**config.mk**
```make
export PLATFORM = sky130hd
export DESIGN_NAME = vsad_slave_flat
export DESIGN_NICKNAME = d
export VERILOG_FILES = /design/src/core/vsad_pkg.sv /design/src/core/vsad_if.sv /design/src/core/vsad_slave.sv /design/src/flat_wrapper.sv
export SDC_FILE = /design/constraint.sdc
export NUM_CORES = 1
export LEC_CHECK = 0
export BUFFER_PORTS_ARGS = -buffer_cell sky130_fd_sc_hd__buf_4
export CAP_MARGIN = 20
export CORE_AREA = 4 4 115 117
export DETAILED_ROUTE_END_ITERATION = 10
export DIE_AREA = 0 0 119 121
export PLACE_DENSITY = 0.95
export SYNTH_ARGS = -nofsm -noshare
export SYNTH_HDL_FRONTEND = slang
export SYNTH_SLANG_ARGS = --single-unit
```
**constraint.sdc**
```tcl
create_clock -name clk -period 5.1 [get_ports clk]
set_input_delay 1.02 -clock clk [delete_from_list [all_inputs] [get_ports clk]]
set_output_delay 1.02 -clock clk [all_outputs]
set_load 0.1 [all_outputs]
```
**src/core/vsad_pkg.sv**
```systemverilog
package vsad_pkg;
    // address modifier codes
    localparam logic [5:0] AM_A24_SUP_BLT  = 6'h3F;
    localparam logic [5:0] AM_A24_SUP_DAT  = 6'h3D;
    localparam logic [5:0] AM_A24_SUP_MBLT = 6'h3C;
    localparam logic [5:0] AM_A24_USR_BLT  = 6'h3B;
    localparam logic [5:0] AM_A24_USR_DAT  = 6'h39;
    localparam logic [5:0] AM_A24_USR_MBLT = 6'h38;
    localparam logic [5:0] AM_CSR          = 6'h2F;
    localparam logic [5:0] AM_A32_SUP_BLT  = 6'h0F;
    localparam logic [5:0] AM_A32_SUP_DAT  = 6'h0D;
    localparam logic [5:0] AM_A32_SUP_MBLT = 6'h0C;
    localparam logic [5:0] AM_A32_USR_BLT  = 6'h0B;
    localparam logic [5:0] AM_A32_USR_DAT  = 6'h09;
    localparam logic [5:0] AM_A32_USR_MBLT = 6'h08;
    // control bit position and reset values
    localparam int         ADDR_SRC_BIT    = 4;
    localparam logic [7:0] CHAIN_ADDR_RST  = 8'hAA;
    // output buffer occupies offsets below this
    localparam logic [15:0] OUTBUF_END     = 16'h0800;
    // slot code position in header and end words
    localparam int          SLOT_MSB       = 31;
    localparam int          SLOT_LSB       = 27;
    // decode kinds
    typedef enum logic [2:0] {
        VSAD_NONE, VSAD_BASE, VSAD_GEO, VSAD_MCST, VSAD_CBLT
    } vsad_kind_t;
endpackage : vsad_pkg

```
**src/core/vsad_if.sv**
```systemverilog
`timescale 1ns/1ps
// simplified synchronous vme-style cycle plus iack daisy chain
interface vsad_if;
    logic        as_n;       // address strobe, low while cycle active
    logic [31:0] addr;       // address lines
    logic [5:0]  am;         // address modifier
    logic        write_n;    // low for write
    logic        ds_n;       // data strobe, low per beat
    logic [31:0] wdata;      // write data
    logic [31:0] rdata;      // read data from slave
    logic        dtack_n;    // data acknowledge
    logic        berr_n;     // bus error
    logic        iackin_n;   // token in from previous board
    logic        iackout_n;  // token out to next board
    modport slave  (input as_n, addr, am, write_n, ds_n, wdata, iackin_n,
                    output rdata, dtack_n, berr_n, iackout_n);
    modport master (output as_n, addr, am, write_n, ds_n, wdata, iackin_n,
                    input rdata, dtack_n, berr_n, iackout_n);
endinterface : vsad_if

```
**src/core/vsad_slave.sv**
```systemverilog
`timescale 1ns/1ps
// Behaviour
// - base decode accepts listed a24/a32 codes
// - base compares a23..16 or a31..16
// - select bit clear uses rotary switches
// - select bit set uses relocation registers
// - geographic only a24 configuration code
// - geographic cannot reach output buffer
// - slot code captured after each reset
// - geo: a23..19 slot, a18..16 zero
// - no slot lines, no geographic decode
// - written slot tags data, never decodes
// - chain modes a32: blt chained, data multicast
// - multicast write taken by all chain boards
// - chained readout block read buffer only
// - chain byte a31..24, a23..16 zero
// - token on iack chain gates data
// - first/last flags encode chain role
// - master programs one first, one last
// - each chain has distinct address byte
// - slot code in top five bits
module vsad_slave #(
    parameter bit HAS_SLOT_LINES = 1'b1  // board carries aux backplane connector
) (
    input  wire logic        clk,
    input  wire logic        reset,
    vsad_if.slave            bus,
    input  wire logic [4:0]  slot_number_lines,   // backplane slot code pins
    input  wire logic [15:0] rotary_switch,       // a31..16 from switches
    input  wire logic        addr_src_sel,        // bit 4 of first set-bits register
    input  wire logic [7:0]  reloc_high,          // a31..24 relocation value
    input  wire logic [7:0]  reloc_low,           // a23..16 relocation value
    input  wire logic [7:0]  chain_addr,          // chain address byte
    input  wire logic        chain_first,         // first flag
    input  wire logic        chain_last,          // last flag
    input  wire logic        slot_wr,             // master writes slot register
    input  wire logic [4:0]  slot_wdata,          // value written
    input  wire logic [31:0] buf_data,            // output buffer word
    input  wire logic        buf_empty,           // no more board data
    input  wire logic        buf_mark,            // word is header or end word
    input  wire logic [31:0] reg_rdata,           // register read data
    output logic             acc_valid,           // one-cycle access pulse
    output logic             acc_write,           // access is write
    output logic [15:0]      acc_offset,          // register offset
    output logic [31:0]      acc_wdata,           // write data
    output vsad_pkg::vsad_kind_t acc_kind,        // how access decoded
    output logic             buf_pop,             // take next buffer word
    output logic [4:0]       geo_addr,            // effective slot code
    output logic [4:0]       tag_slot             // slot code for data tags
);
    typedef enum logic [1:0] {S_IDLE, S_ACK, S_WAIT} vsad_slv_t;
    typedef struct packed {
        vsad_slv_t            st;
        logic                 grab;     // slot capture pending after reset
        logic [4:0]           geo;      // latched slot code
        logic [4:0]           tag;      // slot register for tagging
        logic                 tok;      // token handed onward
        logic                 done;     // chained board finished its data
        logic [31:0]          rd;
        logic                 dtack;
        logic                 berr;
        logic                 av;
        logic                 aw;
        logic [15:0]          ao;
        logic [31:0]          awd;
        vsad_pkg::vsad_kind_t ak;
        logic                 pop;
    } vsad_slv_state_t;
    vsad_slv_state_t s_reg, s_next;
    // pin synchronisers, stage one read only by stage two
    logic [4:0] sn_s1, sn_s2;
    logic       as_s1, as_s2, ds_s1, ds_s2, ia_s1, ia_s2;

    // classify a base-address modifier
    function automatic logic base_am(input logic [5:0] m, output logic a32);
        a32 = (m[5:4] == 2'b00);
        unique case (m)
            vsad_pkg::AM_A24_SUP_BLT, vsad_pkg::AM_A24_SUP_DAT,
            vsad_pkg::AM_A24_SUP_MBLT, vsad_pkg::AM_A24_USR_BLT,
            vsad_pkg::AM_A24_USR_DAT, vsad_pkg::AM_A24_USR_MBLT,
            vsad_pkg::AM_A32_SUP_BLT, vsad_pkg::AM_A32_SUP_DAT,
            vsad_pkg::AM_A32_SUP_MBLT, vsad_pkg::AM_A32_USR_BLT,
            vsad_pkg::AM_A32_USR_DAT, vsad_pkg::AM_A32_USR_MBLT: base_am = 1'b1;
            default: base_am = 1'b0;
        endcase
    endfunction : base_am

    // slot lines keep sampling through reset, so the code is settled when grab reads it
    always_ff @(posedge clk) begin
        sn_s1 <= slot_number_lines;
        sn_s2 <= sn_s1;
    end

    always_ff @(posedge clk or posedge reset) begin
        if (reset) begin
            as_s1 <= 1'b1;
            as_s2 <= 1'b1;
            ds_s1 <= 1'b1;
            ds_s2 <= 1'b1;
            ia_s1 <= 1'b1;
            ia_s2 <= 1'b1;
        end else begin
            as_s1 <= bus.as_n;
            as_s2 <= as_s1;
            ds_s1 <= bus.ds_n;
            ds_s2 <= ds_s1;
            ia_s1 <= bus.iackin_n;
            ia_s2 <= ia_s1;
        end
    end

    logic [15:0]          base_hi;   // selected base a31..16
    logic                 is_a32;
    logic                 am_ok;
    logic                 active;    // board in a chain
    logic                 has_tok;
    logic                 chain_hit;
    vsad_pkg::vsad_kind_t kind;

    // address decode
    always_comb begin
        is_a32 = 1'b0;
        am_ok = base_am(bus.am, is_a32);
        base_hi = rotary_switch;
        if (addr_src_sel) begin
            base_hi = {reloc_high, reloc_low};
        end
        active = chain_first | chain_last;
        has_tok = (chain_first && !chain_last) || !ia_s2;
        chain_hit = (bus.addr[31:24] == chain_addr) && (bus.addr[23:16] == 8'h00);
        kind = vsad_pkg::VSAD_NONE;
        // chain codes decoded in a32 only
        if (chain_hit && active && !bus.write_n &&
            (bus.am == vsad_pkg::AM_A32_SUP_DAT || bus.am == vsad_pkg::AM_A32_USR_DAT)) begin
            kind = vsad_pkg::VSAD_MCST;
        end else if (chain_hit && active && bus.write_n &&
                     (bus.am == vsad_pkg::AM_A32_SUP_BLT ||
                      bus.am == vsad_pkg::AM_A32_USR_BLT ||
                      bus.am == vsad_pkg::AM_A32_SUP_MBLT ||
                      bus.am == vsad_pkg::AM_A32_USR_MBLT) &&
                     bus.addr[15:0] < vsad_pkg::OUTBUF_END) begin
            kind = vsad_pkg::VSAD_CBLT;
        end else if (HAS_SLOT_LINES && bus.am == vsad_pkg::AM_CSR &&
                     bus.addr[23:19] == s_reg.geo && bus.addr[18:16] == 3'h0 &&
                     bus.addr[15:0] >= vsad_pkg::OUTBUF_END) begin
            kind = vsad_pkg::VSAD_GEO;
        end else if (am_ok && ((is_a32 && bus.addr[31:16] == base_hi) ||
                               (!is_a32 && bus.addr[23:16] == base_hi[7:0]))) begin
            kind = vsad_pkg::VSAD_BASE;
        end
    end

    // cycle sequencing
    always_comb begin
        s_next = s_reg;
        s_next.av = 1'b0;
        s_next.pop = 1'b0;
        // capture slot code after reset release
        if (s_reg.grab) begin
            s_next.grab = 1'b0;
            s_next.geo = sn_s2;
            s_next.tag = sn_s2;
        end
        if (slot_wr && !HAS_SLOT_LINES) begin
            s_next.tag = slot_wdata;
        end
        if (as_s2) begin
            // cycle over, token and done state reset
            s_next.tok = 1'b0;
            s_next.done = 1'b0;
        end
        unique case (s_reg.st)
            S_IDLE: begin
                if (!as_s2 && !ds_s2 && kind != vsad_pkg::VSAD_NONE) begin
                    s_next.ak = kind;
                    s_next.ao = bus.addr[15:0];
                    s_next.aw = !bus.write_n;
                    s_next.awd = bus.wdata;
                    if (kind == vsad_pkg::VSAD_CBLT) begin
                        if (!has_tok || s_reg.done) begin
                            // pass token on only when holder already done
                            s_next.tok = has_tok;
                        end else if (buf_empty) begin
                            s_next.done = 1'b1;
                            // last board ends with bus error
                            if (chain_last && !chain_first) begin
                                s_next.berr = 1'b1;
                                s_next.st = S_WAIT;
                            end else begin
                                s_next.tok = 1'b1;
                            end
                        end else begin
                            s_next.rd = buf_data;
                            if (buf_mark) begin
                                s_next.rd[vsad_pkg::SLOT_MSB:vsad_pkg::SLOT_LSB] = s_reg.tag;
                            end
                            s_next.pop = 1'b1;
                            s_next.av = 1'b1;
                            s_next.st = S_ACK;
                        end
                    end else begin
                        s_next.rd = reg_rdata;
                        s_next.av = 1'b1;
                        s_next.st = S_ACK;
                    end
                end
            end
            S_ACK: begin
                // multicast answered by last board only, others stay silent
                s_next.dtack = !(s_reg.ak == vsad_pkg::VSAD_MCST) || (chain_last && !chain_first);
                s_next.st = S_WAIT;
            end
            S_WAIT: begin
                if (ds_s2) begin
                    s_next.dtack = 1'b0;
                    s_next.berr = 1'b0;
                    s_next.st = S_IDLE;
                end
            end
        endcase
    end

    always_ff @(posedge clk or posedge reset) begin
        if (reset) begin
            s_reg <= '0;
            s_reg.grab <= 1'b1;
        end else begin
            s_reg <= s_next;
        end
    end

    assign bus.rdata     = s_reg.rd;
    assign bus.dtack_n   = !s_reg.dtack;
    assign bus.berr_n    = !s_reg.berr;
    assign bus.iackout_n = !s_reg.tok;
    assign acc_valid  = s_reg.av;
    assign acc_write  = s_reg.aw;
    assign acc_offset = s_reg.ao;
    assign acc_wdata  = s_reg.awd;
    assign acc_kind   = s_reg.ak;
    assign buf_pop    = s_reg.pop;
    assign geo_addr   = s_reg.geo;
    assign tag_slot   = s_reg.tag;
endmodule : vsad_slave

```
**src/flat_wrapper.sv**
```systemverilog
// flat-port wrapper written by rule: the top's interface ports become plain ports
module vsad_slave_flat 
#(
    parameter bit HAS_SLOT_LINES = 1'b1                                          
)
  (clk, reset, slot_number_lines, rotary_switch, addr_src_sel, reloc_high, reloc_low, chain_addr, chain_first, chain_last, slot_wr, slot_wdata, buf_data, buf_empty, buf_mark, reg_rdata, acc_valid, acc_write, acc_offset, acc_wdata, acc_kind, buf_pop, geo_addr, tag_slot, bus_as_n, bus_addr, bus_am, bus_write_n, bus_ds_n, bus_wdata, bus_iackin_n, bus_rdata, bus_dtack_n, bus_berr_n, bus_iackout_n);
  vsad_if bus_i ();
  input  wire logic clk;
  input  wire logic reset;
  input  wire logic [4:0] slot_number_lines;
  input  wire logic [15:0] rotary_switch;
  input  wire logic addr_src_sel;
  input  wire logic [7:0] reloc_high;
  input  wire logic [7:0] reloc_low;
  input  wire logic [7:0] chain_addr;
  input  wire logic chain_first;
  input  wire logic chain_last;
  input  wire logic slot_wr;
  input  wire logic [4:0] slot_wdata;
  input  wire logic [31:0] buf_data;
  input  wire logic buf_empty;
  input  wire logic buf_mark;
  input  wire logic [31:0] reg_rdata;
  output logic acc_valid;
  output logic acc_write;
  output logic [15:0] acc_offset;
  output logic [31:0] acc_wdata;
  output vsad_pkg::vsad_kind_t acc_kind;
  output logic buf_pop;
  output logic [4:0] geo_addr;
  output logic [4:0] tag_slot;
  input wire logic [$bits(bus_i.as_n)-1:0] bus_as_n;
  input wire logic [$bits(bus_i.addr)-1:0] bus_addr;
  input wire logic [$bits(bus_i.am)-1:0] bus_am;
  input wire logic [$bits(bus_i.write_n)-1:0] bus_write_n;
  input wire logic [$bits(bus_i.ds_n)-1:0] bus_ds_n;
  input wire logic [$bits(bus_i.wdata)-1:0] bus_wdata;
  input wire logic [$bits(bus_i.iackin_n)-1:0] bus_iackin_n;
  output wire logic [$bits(bus_i.rdata)-1:0] bus_rdata;
  output wire logic [$bits(bus_i.dtack_n)-1:0] bus_dtack_n;
  output wire logic [$bits(bus_i.berr_n)-1:0] bus_berr_n;
  output wire logic [$bits(bus_i.iackout_n)-1:0] bus_iackout_n;
  assign bus_i.as_n = bus_as_n;
  assign bus_i.addr = bus_addr;
  assign bus_i.am = bus_am;
  assign bus_i.write_n = bus_write_n;
  assign bus_i.ds_n = bus_ds_n;
  assign bus_i.wdata = bus_wdata;
  assign bus_i.iackin_n = bus_iackin_n;
  assign bus_rdata = bus_i.rdata;
  assign bus_dtack_n = bus_i.dtack_n;
  assign bus_berr_n = bus_i.berr_n;
  assign bus_iackout_n = bus_i.iackout_n;
  vsad_slave #(.HAS_SLOT_LINES(HAS_SLOT_LINES)) u_core (.clk(clk), .reset(reset), .bus(bus_i), .slot_number_lines(slot_number_lines), .rotary_switch(rotary_switch), .addr_src_sel(addr_src_sel), .reloc_high(reloc_high), .reloc_low(reloc_low), .chain_addr(chain_addr), .chain_first(chain_first), .chain_last(chain_last), .slot_wr(slot_wr), .slot_wdata(slot_wdata), .buf_data(buf_data), .buf_empty(buf_empty), .buf_mark(buf_mark), .reg_rdata(reg_rdata), .acc_valid(acc_valid), .acc_write(acc_write), .acc_offset(acc_offset), .acc_wdata(acc_wdata), .acc_kind(acc_kind), .buf_pop(buf_pop), .geo_addr(geo_addr), .tag_slot(tag_slot));
endmodule
```
==> results of run 1 <==
[critical path, stage by stage]
cell	delay [ns]
buf_4	0.11
or4_4	0.55
or4_4	0.51
or4_2	0.82
buf_4	0.36
nand2_1	0.15
o21ai_1	0.08
mux2_2	0.27
[worst min-delay path by stage]
| stage | end | slack (ns) | depth (start not counted) |
|---|---|---|---|
| final | u_core.sn_s2[1] | 0.32 | 0 |
| after global routing | u_core.sn_s2[1] | 0.34 | 0 |
| after CTS | u_core.sn_s2[1] | 0.33 | 0 |
| after detailed placement | u_core.sn_s2[0] | 0.31 | 0 |
| after global placement | u_core.sn_s2[4] | 0.31 | 0 |
| after floorplan | u_core.sn_s2[0] | 0.31 | 0 |
[per-stage QoR]
stage	setup slack (ns)	utilization, %	cells
2_1_floorplan	1.36	-	551
3_3_place_gp	1.06	61.9	901
3_5_place_dp	1.05	61.9	901
4_1_cts	1.48	66.7	933
5_1_grt	1.33	66.7	933
6_report	1.48	66.7	933
[cells in the final DEF, fill, tap and decap left out, drive strengths merged, types with 3 or more instances in the layout]
| cell type | netlist | routed |
|---|---|---|
| nor3 | 4 | 4 |
| nand2 | 67 | 67 |
| inv | 15 | 15 |
| a21oi | 4 | 4 |
| clkbuf | 5 | 24 |
| clkinv | 0 | 3 |
| ha | 3 | 3 |
| nor4 | 8 | 8 |
| mux2i | 22 | 22 |
| nor2 | 5 | 5 |
| o21ai | 35 | 35 |
| clkinvlp | 0 | 3 |
| dfstp | 7 | 7 |
| or4 | 3 | 3 |
| nand3 | 3 | 3 |
| mux2 | 88 | 88 |
| nand2b | 3 | 3 |
| xor2 | 6 | 6 |
| nand4 | 5 | 5 |
| dfxtp | 10 | 10 |
| dfrtp | 97 | 97 |
| xnor2 | 25 | 25 |
| buf | 110 | 293 |
| o31ai | 6 | 6 |
[power breakdown]
group          internal [W]  switching (W)  leakage (nW)
clock network      0.000769       0.000395         0.282
registers          0.000936      0.0000225          1.49
logic              0.000205       0.000282          2.65
[final cells by class]
| cell class | count | area (sq um) |
|---|---|---|
| clock buffers | 24 | 492 |
| clock inverters | 8 | 101 |
| fillers | 924 | 4120 |
| inverters | 15 | 58.8 |
| multi-input cells | 307 | 2360 |
| flip-flops and latches | 114 | 2810 |
| well taps | 172 | 215 |
| repair buffers | 293 | 2200 |
[per-layer routing]
metal	global-route usage, %	up-vias	share of wire (%)
met1	24.0	2150	39
li1	-	2189	-
met3	8.34	21	9.7
met4	7.24	0	1.5
met5	0	-	0
met2	36.4	192	50
[synthesized netlist by cell type (all sizes together) (5+ instances only)]
master	n	area share, %
buf	110	13
clkbuf	5	0.31
dfrtp	97	40
dfstp	7	3.0
dfxtp	10	3.3
inv	15	0.93
mux2	88	16
mux2i	22	3.6
nand2	67	4.2
nand4	5	0.52
nor2	5	0.31
nor4	8	0.83
o21ai	35	3.0
o31ai	6	0.83
xnor2	25	3.6
xor2	6	0.87
[kinds of logic after synthesis]
| logic type | Yosys count | share of synthesized area (%) |
|---|---|---|
| simple gates | 105 | 8.01 |
| fa+ha+maj | 3 | 0.621 |
| flops | 114 | 46.5 |
| other cells | 1 | 0.0620 |
| compound gates | 57 | 5.75 |
| mux | 110 | 20.0 |
| buf+inv | 130 | 14.5 |
| xor+xnor | 31 | 4.49 |
==> results.py, run 1 <==
metrics = {
    "status": {
        "status": "complete, no violations",
    },
    "clock_network": {
        "cts_root_buffer": "clkbuf_16",
        "path_clk_slew_ns": 0.05,
        "cts_setup_buffers": 0,
        "clk-insertion-delay-late_ns": 0.40,
        "cts_tree": "yes",
        "cts_buffer_depth": 2,
        "cts.sinks": 114,
        "h-tree-depth": 4,
        "numCtsBuffers": 17,
        "cts_resized": 0,
        "hold_buffers": 0,
    },
    "global_route": {
        "grt_antenna_before_repair": 0,
        "globalRouteOverflowTotal": 0,
        "grt.total_usage_pct": 21.2,
        "grt_pass1_wl_um": 23900,
        "grt_pass1_vias": 4731,
        "grt_max_degree": 68,
    },
    "die": {
        "die_h_um": 121,
        "start_util_pct": 48.9,
        "die_w_um": 119,
        "core_sq_mm": 0.0124,
        "rows": 41,
        "ioPinCount": 295,
        "die_area_sq_mm": 0.0144,
    },
    "detailed_routing": {
        "drtPass1Iterations": 4,
        "viasPerCell": 4.88,
        "routed_wl_um": 15100,
        "postRouteAntennaNets": 0,
        "vias": 4552,
        "drcViolationCount": 0,
        "drt_iter0_markers": 197,
        "wire_per_inst_um": 16.2,
    },
    "job": {
        "max-cap-violations": 0,
    },
    "sta": {
        "tightest_slew_ns": 0.801,
        "worst_slew_margin_rel_pct": 46.6,
        "finalHoldViolCount": 0,
        "setup_viol": 0,
        "tns_ns": 0,
        "finClkSkew_ns": 0.00774,
        "fmax_mhz": 276,
        "holdWs_ns": 0.324,
        "slew_viol_final": 0,
        "finalCritPeriodShare_pct": 70.9,
        "layout_min_cycle_time_ns": 3.62,
        "grt_setup_unrepaired": "no",
    },
    "placement": {
        "port_buffers": 288,
        "place.detailed.hpwl_um": 12000,
        "postPlaceCellArea_sq_mm": 0.00765,
        "routabilityCongestion": 0.804,
    },
    "yosys": {
        "ys_seq_elements": 114,
        "synthArstFlopShare_pct": 91.2,
        "seq_area_frac_synth_pct": 46.5,
        "synth_area_sq_mm": 0.00605,
        "yosysUniqueCellTypes": 45,
        "synth-main-ff-cell": "dfrtp_1",
        "syn_inst": 551,
        "avgSynthCellArea_sq_um": 11.0,
        "synth_warnings": 0,
        "syn-num-nets": 750,
        "synth_enable_flop_cells": 0,
    },
    "layout": {
        "fin_area_sq_mm": 0.00824,
        "nNetsFinal": 947,
        "area_growth_pct": 36.3,
        "layout-drive-gt1-share_pct": 56.0,
        "n_antenna_cell": 0,
    },
    "critical_path": {
        "worst-path-max-fanout": 62,
        "reg2reg_to": "u_core.acc_offset[13]",
        "crit_start": "bus_addr[15]",
        "crit_type": "input port to flip-flop",
        "endpoint": "u_core.bus.rdata[18]",
        "r2r_start": "u_core.geo_addr[1]",
        "crit_path_start_kind": "input port",
        "crit_arrival_ns": 3.91,
        "regToRegSetupSlack_ns": 2.65,
        "end_kind": "flip-flop",
        "cp.required_ns": 5.39,
        "rr_worst_depth": 8,
    },
    "worst_hold_path": {
        "hold_class": "flip-flop to flip-flop",
        "hp-start": "u_core.sn_s1[1]",
    },
    "power": {
        "ir_drop_v": 0.000298,
        "power.density_mw_per_mm2": 317,
        "p_leak_nw": 4.42,
        "finalPower_w": 0.00261,
    },
}
(Power assumes the default switching activity.)
==> run 2: changes to the inputs <==
--- a/config.mk
+++ b/config.mk
@@ -5,12 +5,13 @@
 export SDC_FILE = /design/constraint.sdc
 export NUM_CORES = 1
 export LEC_CHECK = 0
+export ABC_AREA = 1
 export BUFFER_PORTS_ARGS = -buffer_cell sky130_fd_sc_hd__buf_4
 export CAP_MARGIN = 20
-export CORE_AREA = 4 4 115 117
+export CORE_AREA = 4 4 128 130
 export DETAILED_ROUTE_END_ITERATION = 10
-export DIE_AREA = 0 0 119 121
-export PLACE_DENSITY = 0.95
+export DIE_AREA = 0 0 132 134
+export PLACE_DENSITY = 0.88
 export SYNTH_ARGS = -nofsm -noshare
 export SYNTH_HDL_FRONTEND = slang
 export SYNTH_SLANG_ARGS = --single-unit
==> constraint.sdc (replaced) <==
create_clock -name clk -period 3.2 [get_ports clk]
set_input_delay 0.64 -clock clk [delete_from_list [all_inputs] [get_ports clk]]
set_output_delay 0.64 -clock clk [all_outputs]
set_load 0.1 [all_outputs]
==> run 2 against run 1 <==
Worst setup slack worse by 0.90 ns. Hold slack worse by 0.076 ns. Global-route usage is 1.3 points lower. Critical endpoint is now u_core.acc_offset[14].
==> results.py, run 2 <==
metrics = {
    "yosys": {
        "ys_seq_elements": 114,
        "syn-num-nets": 1080,
        "seq_area_frac_synth_pct": 43.8,
        "synth.largest_area_cell": "dfrtp_1",
        "synth_most_common_cell": "nand2_1",
        "synth-main-ff-cell": "dfrtp_1",
        "synth_enable_flop_cells": 0,
        "synthTopCellsByArea": "dfrtp_1 (38%), nand2_1 (18%), buf_4 (11%)",
        "synth_warnings": 0,
        "netlist.area_leader.share_pct": 37.8,
        "yosysUniqueCellTypes": 31,
        "avgSynthCellArea_sq_um": 7.29,
        "synthArstFlopShare_pct": 91.2,
        "syn_inst": 881,
        "synth_area_sq_mm": 0.00643,
        "synth_common_cells": "nand2_1 (314), dfrtp_1 (97), inv_1 (97), buf_4 (94), nor2_1 (93)",
    },
    "detailed_routing": {
        "viasPerCell": 4.63,
        "postRouteAntennaNets": 0,
        "drt_iter0_markers": 251,
        "vias": 5907,
        "routed_wl_um": 17500,
        "drcViolationCount": 0,
        "wire_per_inst_um": 13.7,
        "drtPass1Iterations": 4,
    },
    "global_route": {
        "globalRouteOverflowTotal": 0,
        "grt_pass1_vias": 5947,
        "grt.total_usage_pct": 19.9,
        "grt_pass1_wl_um": 28300,
        "grt_max_degree": 66,
        "grt_antenna_before_repair": 0,
    },
    "worst_hold_path": {
        "hold_class": "input port to asynchronous set/reset pin",
    },
    "placement": {
        "place.detailed.hpwl_um": 13600,
        "routabilityCongestion": 0.865,
        "port_buffers": 288,
    },
    "clock_network": {
        "numCtsBuffers": 17,
        "clk-insertion-delay-late_ns": 0.41,
        "cts_buffer_depth": 2,
        "h-tree-depth": 4,
        "cts_setup_buffers": 0,
        "cts.sinks": 114,
        "hold_buffers": 0,
        "cts_resized": 0,
        "cts_root_buffer": "clkbuf_16",
        "path_clk_slew_ns": 0.06,
        "cts_tree": "yes",
    },
    "power": {
        "p_leak_nw": 5.16,
        "power.density_mw_per_mm2": 510,
        "ir_drop_v": 0.000318,
    },
    "layout": {
        "fillers": 1368,
        "area_growth_pct": 35.5,
        "layout-drive-gt1-share_pct": 33.4,
        "most-common-layout-cells": "nand2_1 (313), buf_4 (294), dfrtp_1 (97)",
        "n_antenna_cell": 0,
        "nNetsFinal": 1274,
        "mostFrequentLayoutCell": "nand2_1",
        "utilization_pct": 57.5,
    },
    "die": {
        "core_sq_mm": 0.0151,
        "die_h_um": 134,
        "rows": 45,
        "ioPinCount": 295,
        "die_w_um": 132,
        "start_util_pct": 42.4,
        "die_area_sq_mm": 0.0177,
    },
    "critical_path": {
        "crit_slowest_cell": "inv_2",
        "crit_chain": "buf_4 -> inv_1 -> nand2_1 -> nor2_1 -> nor3b_1 -> nand3_1 -> nand3_1 -> nand3_2 -> nand2_2 -> nor2_8 -> inv_2 -> o21ai_0",
        "r2r_start": "u_core.geo_addr[3]",
        "crit_path_frequent_cell": "nand3_1",
        "cp.required_ns": 3.45,
        "crit_buf_inv": 3,
        "end_kind": "flip-flop",
        "regToRegSetupSlack_ns": 0.74,
        "critPathTopFamily": "simple AND/OR/NAND/NOR gates",
        "worst-path-max-fanout": 54,
        "reg2reg_to": "u_core.acc_offset[14]",
        "crit_path_start_kind": "input port",
        "rr_worst_depth": 14,
        "crit_arrival_ns": 2.86,
        "crit_type": "input port to flip-flop",
        "max_stage_delay_ns": 0.62,
    },
    "sta": {
        "setup_viol": 0,
        "slew_viol_final": 0,
        "fmax_mhz": 383,
        "grt_setup_unrepaired": "no",
        "layout_min_cycle_time_ns": 2.61,
        "tns_ns": 0,
        "holdWs_ns": 0.248,
        "tightest_slew_ns": 0.885,
        "finalCritPeriodShare_pct": 81.7,
        "finClkSkew_ns": 0.00652,
        "worst_slew_margin_rel_pct": 41.0,
        "finalHoldViolCount": 0,
    },
    "status": {
        "status": "complete, no violations",
    },
    "job": {
        "max-cap-violations": 0,
    },
}
## run 2: how the worst max path moves through the flow
stage	start	depth (start not counted)	end	slack, ns
floorplan	addr_src_sel	20	u_core.bus.rdata[0]	0.82
global placement	bus_addr[21]	13	u_core.acc_write	0.25
detailed placement	bus_addr[16]	12	u_core.acc_offset[14]	0.12
CTS	bus_addr[16]	12	u_core.acc_offset[14]	0.57
global route	bus_addr[21]	13	u_core.acc_write	0.32
finish	bus_addr[16]	12	u_core.acc_offset[14]	0.59
## run 2: cells by family (layout without fill, tap and decap cells)
group	count (synthesis)	count (layout)	synth area share, %
AOI/OAI and AO/OA	68	68	6.95
xor gates and xnor gates	6	6	0.818
adders and majority gates	3	3	0.584
buffers and inverters	241	448	20.3
DFF	114	114	43.8
other	1	1	0.0584
and+or+nand+nor	448	448	27.5
## run 2: routing by layer
layer  up-vias  track usage (%)  wire (um)
li1       2955                -          -
met1      2648             22.3       6720
met2       263             33.3       8410
met3        41             7.84       1770
met4         0             9.39        559
met5         -                0          0
## run 2: final cells by class
class	instances	area [sq um]	share of cell area (%)
flip-flops and latches	114	2810	32.3
multi-input cells	526	2310	26.5
repair buffers	296	2250	25.8
inverters	120	457	5.25
clock buffers	18	439	5.05
well taps	188	235	2.70
clock inverters	14	204	2.34
## run 2: worst reg2reg max path: stages, from the launching register on
cell     delay, ns
dfrtp_1       0.42
inv_1         0.10
nand2_1       0.05
nand2_1       0.08
nand2_1       0.06
nor2_1        0.10
nand3_1       0.12
nand2_1       0.08
nor2_1        0.05
nand3_1       0.10
nand3_2       0.10
nand2_2       0.13
nor2_8        0.05
inv_2         0.62
o21ai_0       0.23
## run 2: stage by stage
stage / area [sq um] / power, W / instances / worst slack [ns]
after CTS: 8700 / 0.00450 / 1276 / 0.574
after global routing: 8700 / 0.00465 / 1276 / 0.324
after floorplan: 6430 / 0.00214 / 881 / 0.823
after detailed placement: 8060 / 0.00244 / 1244 / 0.117
after global placement: 8060 / 0.00241 / 1244 / 0.247
final: 8700 / 0.00444 / 1276 / 0.586
## run 2: report_power, final
part | internal [W] | switching (W) | total, W
registers | 0.00150 | 0.0000316 | 0.00153
clock network | 0.00133 | 0.000701 | 0.00204
logic | 0.000315 | 0.000561 | 0.000876
